$ cat src/include/trc_pkg.sv
// Package for the 16-bit reload/capture timer: register map, fields and constants
package trc_pkg;

  // Register byte offsets
  localparam logic [7:0] CTRL_OFS      = 8'h00;
  localparam logic [7:0] RELOAD_OFS    = 8'h04;
  localparam logic [7:0] COUNT_OFS     = 8'h08;
  localparam logic [7:0] STATUS_OFS    = 8'h0c;
  localparam logic [7:0] MASK_OFS      = 8'h10;
  localparam logic [7:0] BITTIME_OFS   = 8'h14;

  // Control fields
  localparam int CTRL_RUN_BIT     = 0;
  localparam int CTRL_CAPMODE_BIT = 1;
  localparam int CTRL_UPDOWN_BIT  = 2;
  localparam int CTRL_EXTEN_BIT   = 3;
  localparam int CTRL_RISING_BIT  = 4;
  localparam int CTRL_PREDIS_BIT  = 5;
  localparam int CTRL_WIDTH       = 6;

  // Status / mask fields
  localparam int STAT_RELOAD_BIT  = 0;
  localparam int STAT_CAPTURE_BIT = 1;
  localparam int STAT_WIDTH       = 2;

  // Reset values and fixed counts
  localparam logic [CTRL_WIDTH-1:0] CTRL_RST   = 6'h00;
  localparam logic [15:0]           RELOAD_RST = 16'h0000;
  localparam logic [15:0]           COUNT_TOP  = 16'hffff;
  localparam logic [15:0]           COUNT_ZERO = 16'h0000;
  localparam logic [3:0]            DIV_COUNT  = 4'hc;

  // AXI responses
  localparam logic [1:0] RESP_OKAY   = 2'b00;
  localparam logic [1:0] RESP_SLVERR = 2'b10;

endpackage

$ cat src/verilog/trc_timer.sv
// 16-bit auto-reload / capture timer with AXI4-Lite register access
//
// Overview of operation
// - The count is 16 bits and the timer runs either in auto-reload or in capture mode.
// - With the prescaler on the count advances once every twelve clock cycles.
// - The count keeps running through overflow and reload while enabled.
// - Auto-reload without up/down counts up from the reload value and overflows past FFFF.
// - Auto-reload without up/down reloads on overflow, or also on a chosen pin edge.
// - Every auto-reload event except an underflow loads the software-written reload/capture value.
// - Auto-reload without up/down raises an interrupt request on every reload.
// - With up/down enabled the pin level picks the direction, high up and low down.
// - With up/down enabled no interrupt request is raised on reload.
// - Counting up with up/down enabled reloads from the register on passing FFFF.
// - Counting down, reaching the register value underflows and reloads FFFF.
// - Capture mode counts up from 0000 and reloads 0000 on passing FFFF.
// - In capture mode a chosen pin edge copies the count into the register.
// - In capture mode overflow or capture raises an interrupt request.
// - The capture result between edges serves to measure an incoming bit time.
//
// The register addresses and the AXI4-Lite interface to the registers were chosen for this implementation.
`timescale 1ns/1ps
module trc_timer
  import trc_pkg::*;
(
  // Clock, reset, enable
  input  wire logic        aclk,
  input  wire logic        aresetn,
  input  wire logic        clk_en,
  // External trigger / direction pin
  input  wire logic        external_trigger_pin,
  // AXI4-Lite write address
  input  wire logic [7:0]  s_axi_awaddr,
  input  wire logic        s_axi_awvalid,
  output logic             s_axi_awready,
  // AXI4-Lite write data
  input  wire logic [31:0] s_axi_wdata,
  input  wire logic [3:0]  s_axi_wstrb,
  input  wire logic        s_axi_wvalid,
  output logic             s_axi_wready,
  // AXI4-Lite write response
  output logic [1:0]       s_axi_bresp,
  output logic             s_axi_bvalid,
  input  wire logic        s_axi_bready,
  // AXI4-Lite read address
  input  wire logic [7:0]  s_axi_araddr,
  input  wire logic        s_axi_arvalid,
  output logic             s_axi_arready,
  // AXI4-Lite read data
  output logic [31:0]      s_axi_rdata,
  output logic [1:0]       s_axi_rresp,
  output logic             s_axi_rvalid,
  input  wire logic        s_axi_rready,
  // Interrupt
  output logic             irq
);
  import trc_pkg::*;

  logic [CTRL_WIDTH-1:0] ctrl_r;
  logic [15:0]           timer_count_16_r;
  logic [15:0]           reload_capture_value_r;
  logic [15:0]           bit_time_r;
  logic [15:0]           last_capture_r;
  logic [STAT_WIDTH-1:0] status_r;
  logic [STAT_WIDTH-1:0] mask_r;
  logic [3:0]            div_r;

  logic pin_level;
  logic pin_rise;
  logic pin_fall;

  trc_edge_sync u_sync (
    .aclk    (aclk),
    .aresetn (aresetn),
    .ce      (clk_en),
    .pin_in  (external_trigger_pin),
    .level   (pin_level),
    .rise    (pin_rise),
    .fall    (pin_fall)
  );

  logic run;
  logic cap_mode;
  logic updown;
  logic ext_en;
  logic sel_edge;
  logic tick;
  logic count_up;
  logic ovf;
  logic unf;
  logic ext_reload;
  logic reload_ev;
  logic capture_ev;
  logic [15:0] count_nxt;

  assign run      = ctrl_r[CTRL_RUN_BIT];
  assign cap_mode = ctrl_r[CTRL_CAPMODE_BIT];
  assign updown   = ctrl_r[CTRL_UPDOWN_BIT] & ~cap_mode;
  assign ext_en   = ctrl_r[CTRL_EXTEN_BIT];
  assign sel_edge = ctrl_r[CTRL_RISING_BIT] ? pin_rise : pin_fall;

  // Prescaler on divides by twelve; off (CTRL_PREDIS_BIT set) passes every clock
  always_ff @(posedge aclk) begin
    if (!aresetn) begin
      div_r <= 4'h0;
    end else if (clk_en) begin
      if (!run || div_r == DIV_COUNT - 4'h1) begin
        div_r <= 4'h0;
      end else begin
        div_r <= div_r + 4'h1;
      end
    end
  end

  assign tick = clk_en & run &
                (ctrl_r[CTRL_PREDIS_BIT] ? 1'b1 : (div_r == DIV_COUNT - 4'h1));

  assign count_up   = ~updown | pin_level;
  assign ovf        = tick & count_up & (timer_count_16_r == COUNT_TOP);
  assign unf        = tick & ~count_up & (timer_count_16_r == reload_capture_value_r);
  // Pin-triggered reload only exists without up/down, in auto-reload mode
  assign ext_reload = clk_en & run & ~cap_mode & ~updown & ext_en & sel_edge;
  assign reload_ev  = ovf | unf | ext_reload;
  assign capture_ev = clk_en & run & cap_mode & sel_edge;

  always_comb begin
    count_nxt = timer_count_16_r;
    if (cap_mode) begin
      if (ovf) begin
        count_nxt = COUNT_ZERO;
      end else if (tick) begin
        count_nxt = timer_count_16_r + 16'h0001;
      end
    end else if (ovf || ext_reload) begin
      count_nxt = reload_capture_value_r;
    end else if (unf) begin
      count_nxt = COUNT_TOP;
    end else if (tick) begin
      count_nxt = count_up ? timer_count_16_r + 16'h0001
                           : timer_count_16_r - 16'h0001;
    end
  end

  // AXI4-Lite write channel: address and data taken in either order
  logic        aw_held_r;
  logic        w_held_r;
  logic [7:0]  awaddr_r;
  logic [31:0] wdata_r;
  logic [3:0]  wstrb_r;
  logic        wr_go;
  logic [15:0] wr_half;

  assign s_axi_awready = ~aw_held_r & ~s_axi_bvalid;
  assign s_axi_wready  = ~w_held_r & ~s_axi_bvalid;
  assign wr_go         = aw_held_r & w_held_r & ~s_axi_bvalid;
  assign wr_half       = {wstrb_r[1] ? wdata_r[15:8] : 8'h00,
                          wstrb_r[0] ? wdata_r[7:0] : 8'h00};

  always_ff @(posedge aclk) begin
    if (!aresetn) begin
      aw_held_r    <= 1'b0;
      w_held_r     <= 1'b0;
      awaddr_r     <= 8'h00;
      wdata_r      <= 32'h0000_0000;
      wstrb_r      <= 4'h0;
      s_axi_bvalid <= 1'b0;
      s_axi_bresp  <= RESP_OKAY;
    end else if (clk_en) begin
      if (s_axi_awvalid && s_axi_awready) begin
        aw_held_r <= 1'b1;
        awaddr_r  <= s_axi_awaddr;
      end
      if (s_axi_wvalid && s_axi_wready) begin
        w_held_r <= 1'b1;
        wdata_r  <= s_axi_wdata;
        wstrb_r  <= s_axi_wstrb;
      end
      if (wr_go) begin
        aw_held_r    <= 1'b0;
        w_held_r     <= 1'b0;
        s_axi_bvalid <= 1'b1;
        unique case (awaddr_r)
          CTRL_OFS, RELOAD_OFS, COUNT_OFS, STATUS_OFS, MASK_OFS, BITTIME_OFS:
            s_axi_bresp <= RESP_OKAY;
          default:
            s_axi_bresp <= RESP_SLVERR;
        endcase
      end else if (s_axi_bready) begin
        s_axi_bvalid <= 1'b0;
      end
    end
  end

  logic wr_ctrl;
  logic wr_reload;
  logic wr_count;
  logic wr_status;
  logic wr_mask;

  assign wr_ctrl   = wr_go & (awaddr_r == CTRL_OFS) & wstrb_r[0];
  assign wr_reload = wr_go & (awaddr_r == RELOAD_OFS) & (|wstrb_r[1:0]);
  assign wr_count  = wr_go & (awaddr_r == COUNT_OFS) & (|wstrb_r[1:0]);
  assign wr_status = wr_go & (awaddr_r == STATUS_OFS) & wstrb_r[0];
  assign wr_mask   = wr_go & (awaddr_r == MASK_OFS) & wstrb_r[0];

  always_ff @(posedge aclk) begin
    if (!aresetn) begin
      ctrl_r <= CTRL_RST;
      mask_r <= '0;
    end else if (clk_en) begin
      if (wr_ctrl) begin
        ctrl_r <= wdata_r[CTRL_WIDTH-1:0];
      end
      if (wr_mask) begin
        mask_r <= wdata_r[STAT_WIDTH-1:0];
      end
    end
  end

  // Count keeps running through reloads; software write overrides one step
  always_ff @(posedge aclk) begin
    if (!aresetn) begin
      timer_count_16_r <= COUNT_ZERO;
    end else if (clk_en) begin
      if (wr_count) begin
        timer_count_16_r <= wr_half;
      end else if (wr_ctrl && wdata_r[CTRL_CAPMODE_BIT] && !cap_mode) begin
        timer_count_16_r <= COUNT_ZERO;
      end else begin
        timer_count_16_r <= count_nxt;
      end
    end
  end

  // Capture wins over a software write in the same cycle so no edge is lost
  always_ff @(posedge aclk) begin
    if (!aresetn) begin
      reload_capture_value_r <= RELOAD_RST;
      last_capture_r         <= COUNT_ZERO;
      bit_time_r             <= COUNT_ZERO;
    end else if (clk_en) begin
      if (capture_ev) begin
        reload_capture_value_r <= timer_count_16_r;
        last_capture_r         <= timer_count_16_r;
        bit_time_r             <= timer_count_16_r - last_capture_r;
      end else if (wr_reload) begin
        reload_capture_value_r <= wr_half;
      end
    end
  end

  logic [STAT_WIDTH-1:0] stat_set;

  always_comb begin
    stat_set = '0;
    stat_set[STAT_RELOAD_BIT]  = reload_ev & ~updown;
    stat_set[STAT_CAPTURE_BIT] = capture_ev;
  end

  // Write one to clear; a new event in the same cycle wins
  always_ff @(posedge aclk) begin
    if (!aresetn) begin
      status_r <= '0;
    end else if (clk_en) begin
      status_r <= (status_r & ~(wr_status ? wdata_r[STAT_WIDTH-1:0] : '0)) | stat_set;
    end
  end

  assign irq = |(status_r & mask_r);

  // AXI4-Lite read channel
  logic [31:0] rd_val;
  logic        rd_ok;

  assign s_axi_arready = ~s_axi_rvalid;

  always_comb begin
    rd_val = 32'h0000_0000;
    rd_ok  = 1'b1;
    unique case (s_axi_araddr)
      CTRL_OFS:    rd_val[CTRL_WIDTH-1:0] = ctrl_r;
      RELOAD_OFS:  rd_val[15:0] = reload_capture_value_r;
      COUNT_OFS:   rd_val[15:0] = timer_count_16_r;
      STATUS_OFS:  rd_val[STAT_WIDTH-1:0] = status_r;
      MASK_OFS:    rd_val[STAT_WIDTH-1:0] = mask_r;
      BITTIME_OFS: rd_val[15:0] = bit_time_r;
      default:     rd_ok = 1'b0;
    endcase
  end

  always_ff @(posedge aclk) begin
    if (!aresetn) begin
      s_axi_rvalid <= 1'b0;
      s_axi_rdata  <= 32'h0000_0000;
      s_axi_rresp  <= RESP_OKAY;
    end else if (clk_en) begin
      if (s_axi_arvalid && s_axi_arready) begin
        s_axi_rvalid <= 1'b1;
        s_axi_rdata  <= rd_val;
        s_axi_rresp  <= rd_ok ? RESP_OKAY : RESP_SLVERR;
      end else if (s_axi_rready) begin
        s_axi_rvalid <= 1'b0;
      end
    end
  end
endmodule

$ cat src/verilog/trc_edge_sync.sv
// Two-flop synchroniser with edge detection for the external trigger pin
`timescale 1ns/1ps
module trc_edge_sync (
  // Clock and reset
  input  wire logic aclk,
  input  wire logic aresetn,
  input  wire logic ce,
  // Pin and results
  input  wire logic pin_in,
  output logic      level,
  output logic      rise,
  output logic      fall
);
  logic       meta_r;
  logic       sync_r;
  logic       prev_r;
  logic [2:0] fill_r;

  always_ff @(posedge aclk) begin
    if (!aresetn) begin
      meta_r <= 1'b0;
      sync_r <= 1'b0;
      prev_r <= 1'b0;
      fill_r <= 3'h0;
    end else if (ce) begin
      meta_r <= pin_in;
      sync_r <= meta_r;
      prev_r <= sync_r;
      fill_r <= {fill_r[1:0], 1'b1};
    end
  end

  // Edges only seen from the settled copies, never the first flop
  // Reset copies need not match the pin's idle level, so edges wait for a refill
  assign level = sync_r;
  assign rise  = ce & fill_r[2] & sync_r & ~prev_r;
  assign fall  = ce & fill_r[2] & ~sync_r & prev_r;
endmodule

$ cat config.mk
export PLATFORM = sky130hd
export DESIGN_NAME = trc_timer
export DESIGN_NICKNAME = d
export VERILOG_FILES = /design/src/include/trc_pkg.sv /design/src/verilog/trc_timer.sv /design/src/verilog/trc_edge_sync.sv
export SDC_FILE = /design/constraint.sdc
export NUM_CORES = 1
export LEC_CHECK = 0
export ABC_CLOCK_PERIOD_IN_PS = 4600
export BUFFER_PORTS_ARGS = -buffer_cell sky130_fd_sc_hd__buf_2
export CORE_MARGIN = 2
export CORE_UTILIZATION = 48
export CTS_CLUSTER_DIAMETER = 40
export DETAILED_ROUTE_END_ITERATION = 16
export HOLD_SLACK_MARGIN = 0.05
export PLACE_DENSITY_LB_ADDON = 0.25
export SYNTH_ARGS = -nofsm -noshare
export SYNTH_HDL_FRONTEND = slang
export SYNTH_HIERARCHICAL = 1
export SYNTH_SLANG_ARGS = --single-unit
$ cat constraint.sdc
create_clock -name aclk -period 4.6 [get_ports aclk]
set_input_delay 0.23 -clock aclk [delete_from_list [all_inputs] [get_ports aclk]]
set_output_delay 0.23 -clock aclk [all_outputs]
set_load 0.02 [all_outputs]
# ---- Word-level counts from Yosys, hierarchy flattened
# Index checks and enable logic that the tools add are counted.
dict set report word_totals {
  register_bits 134
  input_bits 61
  out_inout_bits 42
  elab_cells 154
}
dict set report op_classes {
  add_sub_neg 4
  n_eq_ne 14
  mux 31
  bitwise_logic 49
  reduce_logical 34
}
# op n
set op_table {}
lappend op_table {{$mux W16} 11}
lappend op_table {{$and A1 B1 Y1} 33}
lappend op_table {{$eq A8 B4 Y1 const B} 4}
lappend op_table {{$eq A8 B5 Y1 const B} 4}
lappend op_table {{$pmux W10 S3} 1}
lappend op_table {{$reduce_and A2 Y1} 12}
lappend op_table {{$add A16 B1 Y16 const B} 1}
lappend op_table {{$eq A16 B16 Y1} 1}
lappend op_table {{$eq A16 B16 Y1 const B} 1}
lappend op_table {{$eq A8 B3 Y1 const B} 2}
lappend op_table {{$logic_not A8 Y1} 2}
lappend op_table {{$mux W8} 2}
lappend op_table {{$pmux W4 S4} 1}
lappend op_table {{$sub A16 B1 Y16 const B} 1}
lappend op_table {{$sub A16 B16 Y16} 1}
lappend op_table {{$pmux W2 S6} 1}
lappend op_table {{$reduce_or A6 Y1} 2}
lappend op_table {{$mux W1} 11}
lappend op_table {{$reduce_bool A2 Y1} 5}
lappend op_table {{$not A1 Y1} 9}
lappend op_table {{$mux W2} 3}
lappend op_table {{$reduce_bool A6 Y1} 1}
lappend op_table {{$logic_and A1 B1 Y1} 5}
lappend op_table {{$ne A5 B1 Y1 const B} 1}
lappend op_table {{other kinds (11)} 17}

# ---- Depth between registers and ports, before layout
# Gate-level depths: netlist (run 1).
dict set report logic_depth {
  depth_word 12
  mapped_depth 13
  depth_no_buf 10
}

# ---- Hierarchy
# Netlist (run 1), hierarchy kept.
# module instances cells_per_inst area_each_um2 seq_area_each_um2
set modules_own_cells {}
lappend modules_own_cells {trc_timer 1 952 7295.7 2522.4}
lappend modules_own_cells {trc_edge_sync 1 21 251.5 120.1}

# ---- Worst setup path after synthesis (run 1)
# Ideal clock, no wire load.
dict set report synth_timing {
  kind {register to register}
  startpoint {register timer_count_16_r[9]}
  endpoint {register timer_count_16_r[8]}
  setup_ns 0.130
  arrival_ns 2.729
  required_time_ns 4.470
  path_slack_ns 1.741
  stages_incl_launch_ff 13
  n_path_buf 5
  period_less_slack_ns 2.859
  path_cell_list {dfxtp_1 > buf_4 > nand3_1 > or4b_4 > or4_1 > buf_2 > o211a_1 > buf_6 > o21ai_4 > and2_1 > buf_4 > buf_6 > o211ai_2}
}
dict set report synth_between {
  elab_chain_len 7
  word_cells_on_any_way 14
  classes_between {eq/ne (3); mux (6); bitwise (2); reduce/logical (3)}
}
# element line_no
set synth_lines {}
lappend synth_lines {{start, declared} trc_timer.sv:59} ;# logic [15:0] timer_count_16_r;
lappend synth_lines {{start signal, assigned} trc_timer.sv:225} ;# timer_count_16_r <= wr_half;
lappend synth_lines {{start signal, assigned} trc_timer.sv:229} ;# timer_count_16_r <= count_nxt;
lappend synth_lines {{$eq A16 B16 Y1, on equally long branches} {trc_timer.sv:119, trc_timer.sv:118}}
lappend synth_lines {{$and A1 B1 Y1, on equally long branches} {trc_timer.sv:119, trc_timer.sv:118}}
lappend synth_lines {{$mux W16 or $logic_or A1 B1 Y1 (tied branches)} {trc_timer.sv:135, trc_timer.sv:133}}
lappend synth_lines {{$mux W16} trc_timer.sv:133} ;# end else if (ovf || ext_reload) begin
lappend synth_lines {{$mux W16} trc_timer.sv:127} ;# if (cap_mode) begin
lappend synth_lines {{$mux W16} trc_timer.sv:226} ;# end else if (wr_ctrl && wdata_r[CTRL_CAPMODE_BIT] && !cap_mode) begin
lappend synth_lines {{$mux W16} trc_timer.sv:224} ;# if (wr_count) begin
# Several ways; a longest one is shown, not always the timed one.
# A chain may end at the register's enable or synchronous reset.

# ---- Worst setup path after layout (run 1)
dict set report layout_timing {
  startpoint {register timer_count_16_r[1]}
  endpoint {register timer_count_16_r[15]}
}
dict set report layout_between {
  elab_chain_len 8
  word_cells_on_any_way 19
  classes_between {add/sub (2); eq/ne (3); mux (9); bitwise (2); reduce/logical (3)}
}
# element line_no
set layout_lines {}
lappend layout_lines {{$sub A16 B1 Y16 or $add A16 B1 Y16 (tied branches)} {trc_timer.sv:139, trc_timer.sv:131, trc_timer.sv:138}}
lappend layout_lines {{$mux W16} trc_timer.sv:138} ;# count_nxt = count_up ? timer_count_16_r + 16'h0001
lappend layout_lines {{$mux W16} trc_timer.sv:137} ;# end else if (tick) begin
lappend layout_lines {{$mux W16} trc_timer.sv:135} ;# end else if (unf) begin
lappend layout_lines {{$mux W16} trc_timer.sv:133}
lappend layout_lines {{$mux W16} trc_timer.sv:127}
lappend layout_lines {{$mux W16} trc_timer.sv:226}
lappend layout_lines {{$mux W16} trc_timer.sv:224}
# Several ways; a longest one is shown, not always the timed one. The select of a mux whose other input is x is not followed.

==> results of run 1 <==
-- stage by stage --
| step | std cells | hold slack [ns] | total power, W | instance area, um2 |
|---|---|---|---|---|
| floorplan | 990 | 0.347 | 0.00130 | 7610 |
| global placement | 1200 | 0.437 | 0.00133 | 7920 |
| detailed placement | 1200 | 0.444 | 0.00133 | 7920 |
| CTS | 1257 | 0.0549 | 0.00281 | 8800 |
| global route | 1257 | 0.0696 | 0.00288 | 8800 |
| finish | 1257 | 0.0635 | 0.00279 | 8800 |
-- metal layers --
layer / vias up / GRT usage [%] / share of wire (%)
li1: 3569 / - / -
met1: 3365 / 38.7 / 46
met2: 323 / 39.6 / 43
met3: 42 / 6.28 / 8.9
met4: 0 / 9.02 / 1.9
met5: - / 0 / 0
-- worst max-delay path, cell delays in order (launching register included) --
cell      delay [ns]
dfxtp_1         0.57
ha_1            0.32
nand2_1         0.12
or4b_4          0.54
or4_1           0.71
o211a_1         0.44
o21ai_4         0.24
buf_4           0.28
a21oi_1         0.10
a311oi_1        0.27
-- state kept, by name (all words and copies together), names as in the netlist, 3 cells and up --
name                    flops
wdata_r                    16
div_r                       4
s_axi_rdata                16
reload_capture_value_r     16
ctrl_r                      6
last_capture_r             16
bit_time_r                 16
u_sync/fill_r               3
timer_count_16_r           16
awaddr_r                    8
-- kinds of logic (layout without fill, tap and decap cells) --
| kind of cell | after synthesis | after routing | synth area share, % |
|---|---|---|---|
| xor gates and xnor gates | 46 | 46 | 5.34 |
| other | 1 | 18 | 0.0497 |
| muxes | 24 | 24 | 3.22 |
| and+or+nand+nor | 386 | 386 | 24.1 |
| buffers and inverters | 112 | 168 | 7.19 |
| adders and majority gates | 19 | 19 | 3.25 |
| AOI/OAI and AO/OA | 253 | 253 | 21.8 |
| DFF | 132 | 132 | 35.0 |
-- cells in the mapped netlist, drive strengths merged (20+ instances only) --
cell / instances
nor3: 30
nor2: 66
xor2: 30
dfxtp: 132
nand2: 169
a22oi: 20
inv: 27
mux2i: 22
nand3: 35
a21oi: 105
clkbuf: 45
buf: 40
o21ai: 31
-- power breakdown --
| part | internal (W) | switching [W] |
|---|---|---|
| combinational | 0.0000542 | 0.0000918 |
| sequential | 0.00116 | 0.0000203 |
| clock | 0.000938 | 0.000526 |
-- final cells by class --
type	instances	area, um2	area share (%)
Timing Repair Buffer	109	716	8.13
Sequential cell	132	2640	30.0
Clock inverter	11	174	1.98
Inverter	27	103	1.17
Multi-Input combinational cell	746	4440	50.5
Tap cell	211	264	3.00
Clock buffer	21	460	5.23
-- final timing paths --
kind                          end  slack, ns  cells after the start
min reg2reg     last_capture_r[6]       0.45                      2
min                   awaddr_r[2]       0.06                      3
max reg2reg  timer_count_16_r[15]       0.90                      9
max          timer_count_16_r[15]       0.90                      9
==> metrics.md, run 1 <==
| Metric | Value |
|---|---|
| Outcome | completed |
| Dominant cells by area after synthesis | dfxtp_1 35%, nand2_1 8.4%, a21oi_1 7.0% |
| Final GP Congestion | 0.951 |
| Post-CTS setup buffers | 0 |
| Ys flop type | dfxtp_1 |
| WL per Instance | 17.3 um |
| Sequential share of the synthesized area | 35.0% |
| CTS Buf Count | 17 |
| FMAX | 271 MHz |
| Flops & latches, synth | 132 |
| Area leader, netlist | dfxtp_1 |
| Starting density of the core | 49.5% |
| Worst min-delay path startpoint | s_axi_awaddr[2] |
| Grt total ovfl | 0 |
| CP startpoint kind | register |
| Die ar. | 16,700 um2 |
| Skew final | 0.0113 ns |
| DRC viols | 0 |
| CTS resizes | 0 |
| Pleak | 3.32 nW |
| Worst Hold Class | in2reg |
| CP max FO | 18 |
| Period utilization | 80.4% |
| RR Startpoint | timer_count_16_r[1] |
| Total wire length | 21.8 mm |
| Via/cell ratio | 5.81 |
| Pre-CTS WS | 0.971 ns |
| Post-synth EDFFs | 0 |
| FP Rows | 45 |
| MaxCap Viol Count | 0 |
| Area growth syn-to-layout | 16.6% |
| Clock Path Buffers | 2 |
| Worst-margin pin slew | 1.16 ns |
| IO Pins | 103 |
| Hold Fails Final Rpt | 0 |
| Global-route wire length before repair | 35.1 mm |
| Synth async-reset ratio | 0% |
| Yosys top cell area share | 35.0% |
| Count of cell types in the netlist | 67 |
| I/O Buffers | 66 |
| HPWL after detailed placement | 15.2 mm |
| Final core occ | 57.7% |
| First-pass DRT Iterations | 6 |
| Clock sink count | 132 |
| WP data arrival | 4.03 ns |
| Vias in the first global route | 6,608 |
| Post-layout nets | 1,113 |
| Antenna violations before repair | 0 |
| Worst-path clk slew | 0.06 ns |
| Crit end category | register |
| TNS Setup | 0 ns |
| CP startpoint | timer_count_16_r[1] |
| VDD IR max | 0.316 mV |
| CORE AREA | 15,300 um2 |
| Share of cells above drive strength 1 | 12.7% |
| Worst skew pair latency | 0.43 ns |
| Post-synthesis cell area | 7550 um2 |
| Filler instances | 1,459 |
| Synthesis Warnings | 6 |
| Die X | 129 um |
| RSZ-0062 raised after global routing | no |
| PwrDens | 317 nW/um2 |
| Mapped Cells | 973 |
| Commonest non-fill, non-tap cells in the layout | 168 x nand2_1, 132 x dfxtp_1, 104 x a21oi_1 |
| Final min period | 3.70 ns |
| Largest net degree at the start of global routing | 43 |
| Required @ worst endpoint | 4.94 ns |
| Slew Viols, Final | 0 |
| Most common cell after layout, fill and taps aside | nand2_1 |
| Antenna Cells | 0 |
| CTS H-tree depth | 4 |
| Final worst setup slack | 0.903 ns |
| DR iter-0 viols | 779 |
| Clk root buf | clkbuf_16 |
| Routed Antenna Nets | 0 |
| Gr usage total | 26.9% |
| # setup viols final | 0 |
| WS Path Type | reg2reg |
| Chip height | 129 um |
| Syn_area_per_cell | 7.76 um2 |
| Vias | 7,299 |
| TritonCTS clock tree | built |
| Slew margin rel. | 21.9% |
| Post-CTS Hold Buffers | 25 |
(Power assumes the default switching activity.)
==> run 2: changes to the inputs <==
ABC_CLOCK_PERIOD_IN_PS = 3700   (was 4600)
clock period = 3.7 ns   (was 4.6 ns; I/O delays follow)
==> metrics.md, run 2 (same netlist as run 1, synthesis figures left out) <==
| Metric | Value |
|---|---|
| VDD IR max | 0.396 mV (+25%) |
| PwrDens | 368 nW/um2 (+16%) |
| Final GP Congestion | 0.916 (-3.7%) |
| Die X | 129 um (unchanged) |
| Slew margin rel. | 29.7% (+7.8 points) |
| CP max FO | 9 (-9) |
| Worst min-delay path startpoint | s_axi_bready |
| WP data arrival | 3.33 ns (-0.70 ns) |
| Chip height | 129 um (unchanged) |
| Vias in the first global route | 6,618 (+0.15%) |
| Most common cell after layout, fill and taps aside | nand2_1 |
| WL per Instance | 16.7 um (-3.8%) |
| Power Total | 0.00327 W (+17%) |
| Slew Viols, Final | 0 (unchanged) |
| Clock sink count | 132 (unchanged) |
| Share of cells above drive strength 1 | 13.6% (+0.93 points) |
| Outcome | completed |
| Final min period | 3.00 ns (-0.694 ns) |
| Area growth syn-to-layout | 17.7% |
| CTS resizes | 0 (unchanged) |
| Worst skew pair latency | 0.42 ns (about the same) |
| Total wire length | 21.2 mm (-2.5%) |
| Die ar. | 16,700 um2 (unchanged) |
| TNS Setup | 0 ns (unchanged) |
| IO Pins | 103 (unchanged) |
| Crit end category | register |
| Global-route wire length before repair | 34.6 mm (-1.7%) |
| MaxCap Viol Count | 0 (unchanged) |
| CP startpoint kind | register |
| TritonCTS clock tree | built |
| Antenna violations before repair | 0 (unchanged) |
| Antenna Cells | 0 (unchanged) |
| RSZ-0062 raised after global routing | no |
| CORE AREA | 15,300 um2 (unchanged) |
| Via/cell ratio | 5.72 (-1.5%) |
| Largest net degree at the start of global routing | 89 (+110%) |
| RR Startpoint | timer_count_16_r[0] |
| Period utilization | 81.2% (+0.79 points) |
| Gr usage total | 26.3% (-0.63 points) |
| Skew final | 0.00852 ns (-0.00280 ns) |
| HPWL after detailed placement | 15.0 mm (-1.2%) |
| Worst Hold Class | in2reg |
| CP startpoint | timer_count_16_r[0] |
| Hold Fails Final Rpt | 0 (unchanged) |
| DR iter-0 viols | 914 (+17%) |
| DRC viols | 0 (unchanged) |
| Required @ worst endpoint | 4.02 ns (-0.92 ns) |
| FP Rows | 45 (unchanged) |
| Commonest non-fill, non-tap cells in the layout | 168 x nand2_1, 132 x dfxtp_1, 105 x a21oi_1 |
| Routed Antenna Nets | 0 (unchanged) |
| CTS H-tree depth | 4 (unchanged) |
| Starting density of the core | 49.5% (unchanged) |
| Pleak | 3.39 nW (+2.3%) |
| Worst-margin pin slew | 1.05 ns (-0.113 ns) |
| Post-layout nets | 1,132 (+1.7%) |
| I/O Buffers | 66 (unchanged) |
| FMAX | 333 MHz (+23%) |
| Clk root buf | clkbuf_16 |
| Worst-path clk slew | 0.06 ns (about the same) |
| Vias | 7,290 (-0.12%) |
| Grt total ovfl | 0 (unchanged) |
| WS Path Type | reg2reg |
| Filler instances | 1,427 (-2.2%) |
| Pre-CTS WS | 0.749 ns (-0.222 ns) |
| First-pass DRT Iterations | 6 (unchanged) |
| Final worst setup slack | 0.697 ns (-0.206 ns) |
| Clock Path Buffers | 2 (unchanged) |
| CTS Buf Count | 17 (unchanged) |
| # setup viols final | 0 (unchanged) |
-- run 2: cell count changes in the layout (fill, tap and decap cells not counted), sizes merged --
cell | before | now
buf | 84 | 100
clkinv | 3 | 7
inv | 28 | 27
clkinvlp | 3 | 0
dlygate4sd3 | 25 | 28
bufinv | 4 | 2
-- run 2: worst paths after layout --
kind | slack [ns] | to | depth (start not counted)
worst min register to register | 0.45 | awaddr_r[6] | 2
worst min-delay path | 0.08 | s_axi_bvalid | 4
worst max register to register | 0.70 | timer_count_16_r[12] | 9
worst max-delay path | 0.70 | timer_count_16_r[12] | 9
-- run 2: cell type report --
class	instances	area [um2]	share of cell area, %
multi-input combinational	746	4440	50.0
inverter	27	103	1.15
timing repair buffer	128	878	9.89
clock buffer	21	450	5.07
clock inverter	9	106	1.20
tap	211	264	2.97
sequential	132	2640	29.7
-- run 2: worst max-delay path, stage by stage (launching register included) --
cell	delay, ns
dfxtp_1	0.33
ha_1	0.25
nand2_1	0.11
or4b_4	0.55
or4_1	0.56
o211a_1	0.25
o21ai_4	0.32
buf_4	0.21
a21oi_1	0.07
a311oi_1	0.26
-- run 2: metrics by stage --
stage | area [um2] | cells | hold WS, ns | utilization, %
after floorplan | 7610 | 990 | 0.302 | -
after global placement | 8050 | 1216 | 0.427 | 52.7
final | 8880 | 1274 | 0.0753 | 58.2
after CTS | 8880 | 1274 | 0.0663 | 58.2
after global routing | 8880 | 1274 | 0.111 | 58.2
after detailed placement | 8050 | 1216 | 0.430 | 52.7
-- run 2: what timing repair did --
action / in CTS / in global routing
hold endpoints to repair: 28 / 0
setup buffers: 0 / 0
setup endpoints to repair: 0 / 0
hold buffers: 28 / 0
-- run 2: where the power goes --
group | total [W] | switching [W] | internal, W
combinational | 0.000184 | 0.000113 | 0.0000705
clock | 0.00162 | 0.000621 | 0.00100
sequential | 0.00147 | 0.0000260 | 0.00144
-- run 2: metal layers --
metal,track usage (%),wire (um),vias to the layer above
li1,-,-,3603
met1,38.5,10100,3350
met2,39.0,9190,312
met3,5.12,1550,25
met4,7.86,338,0
met5,0,0,-
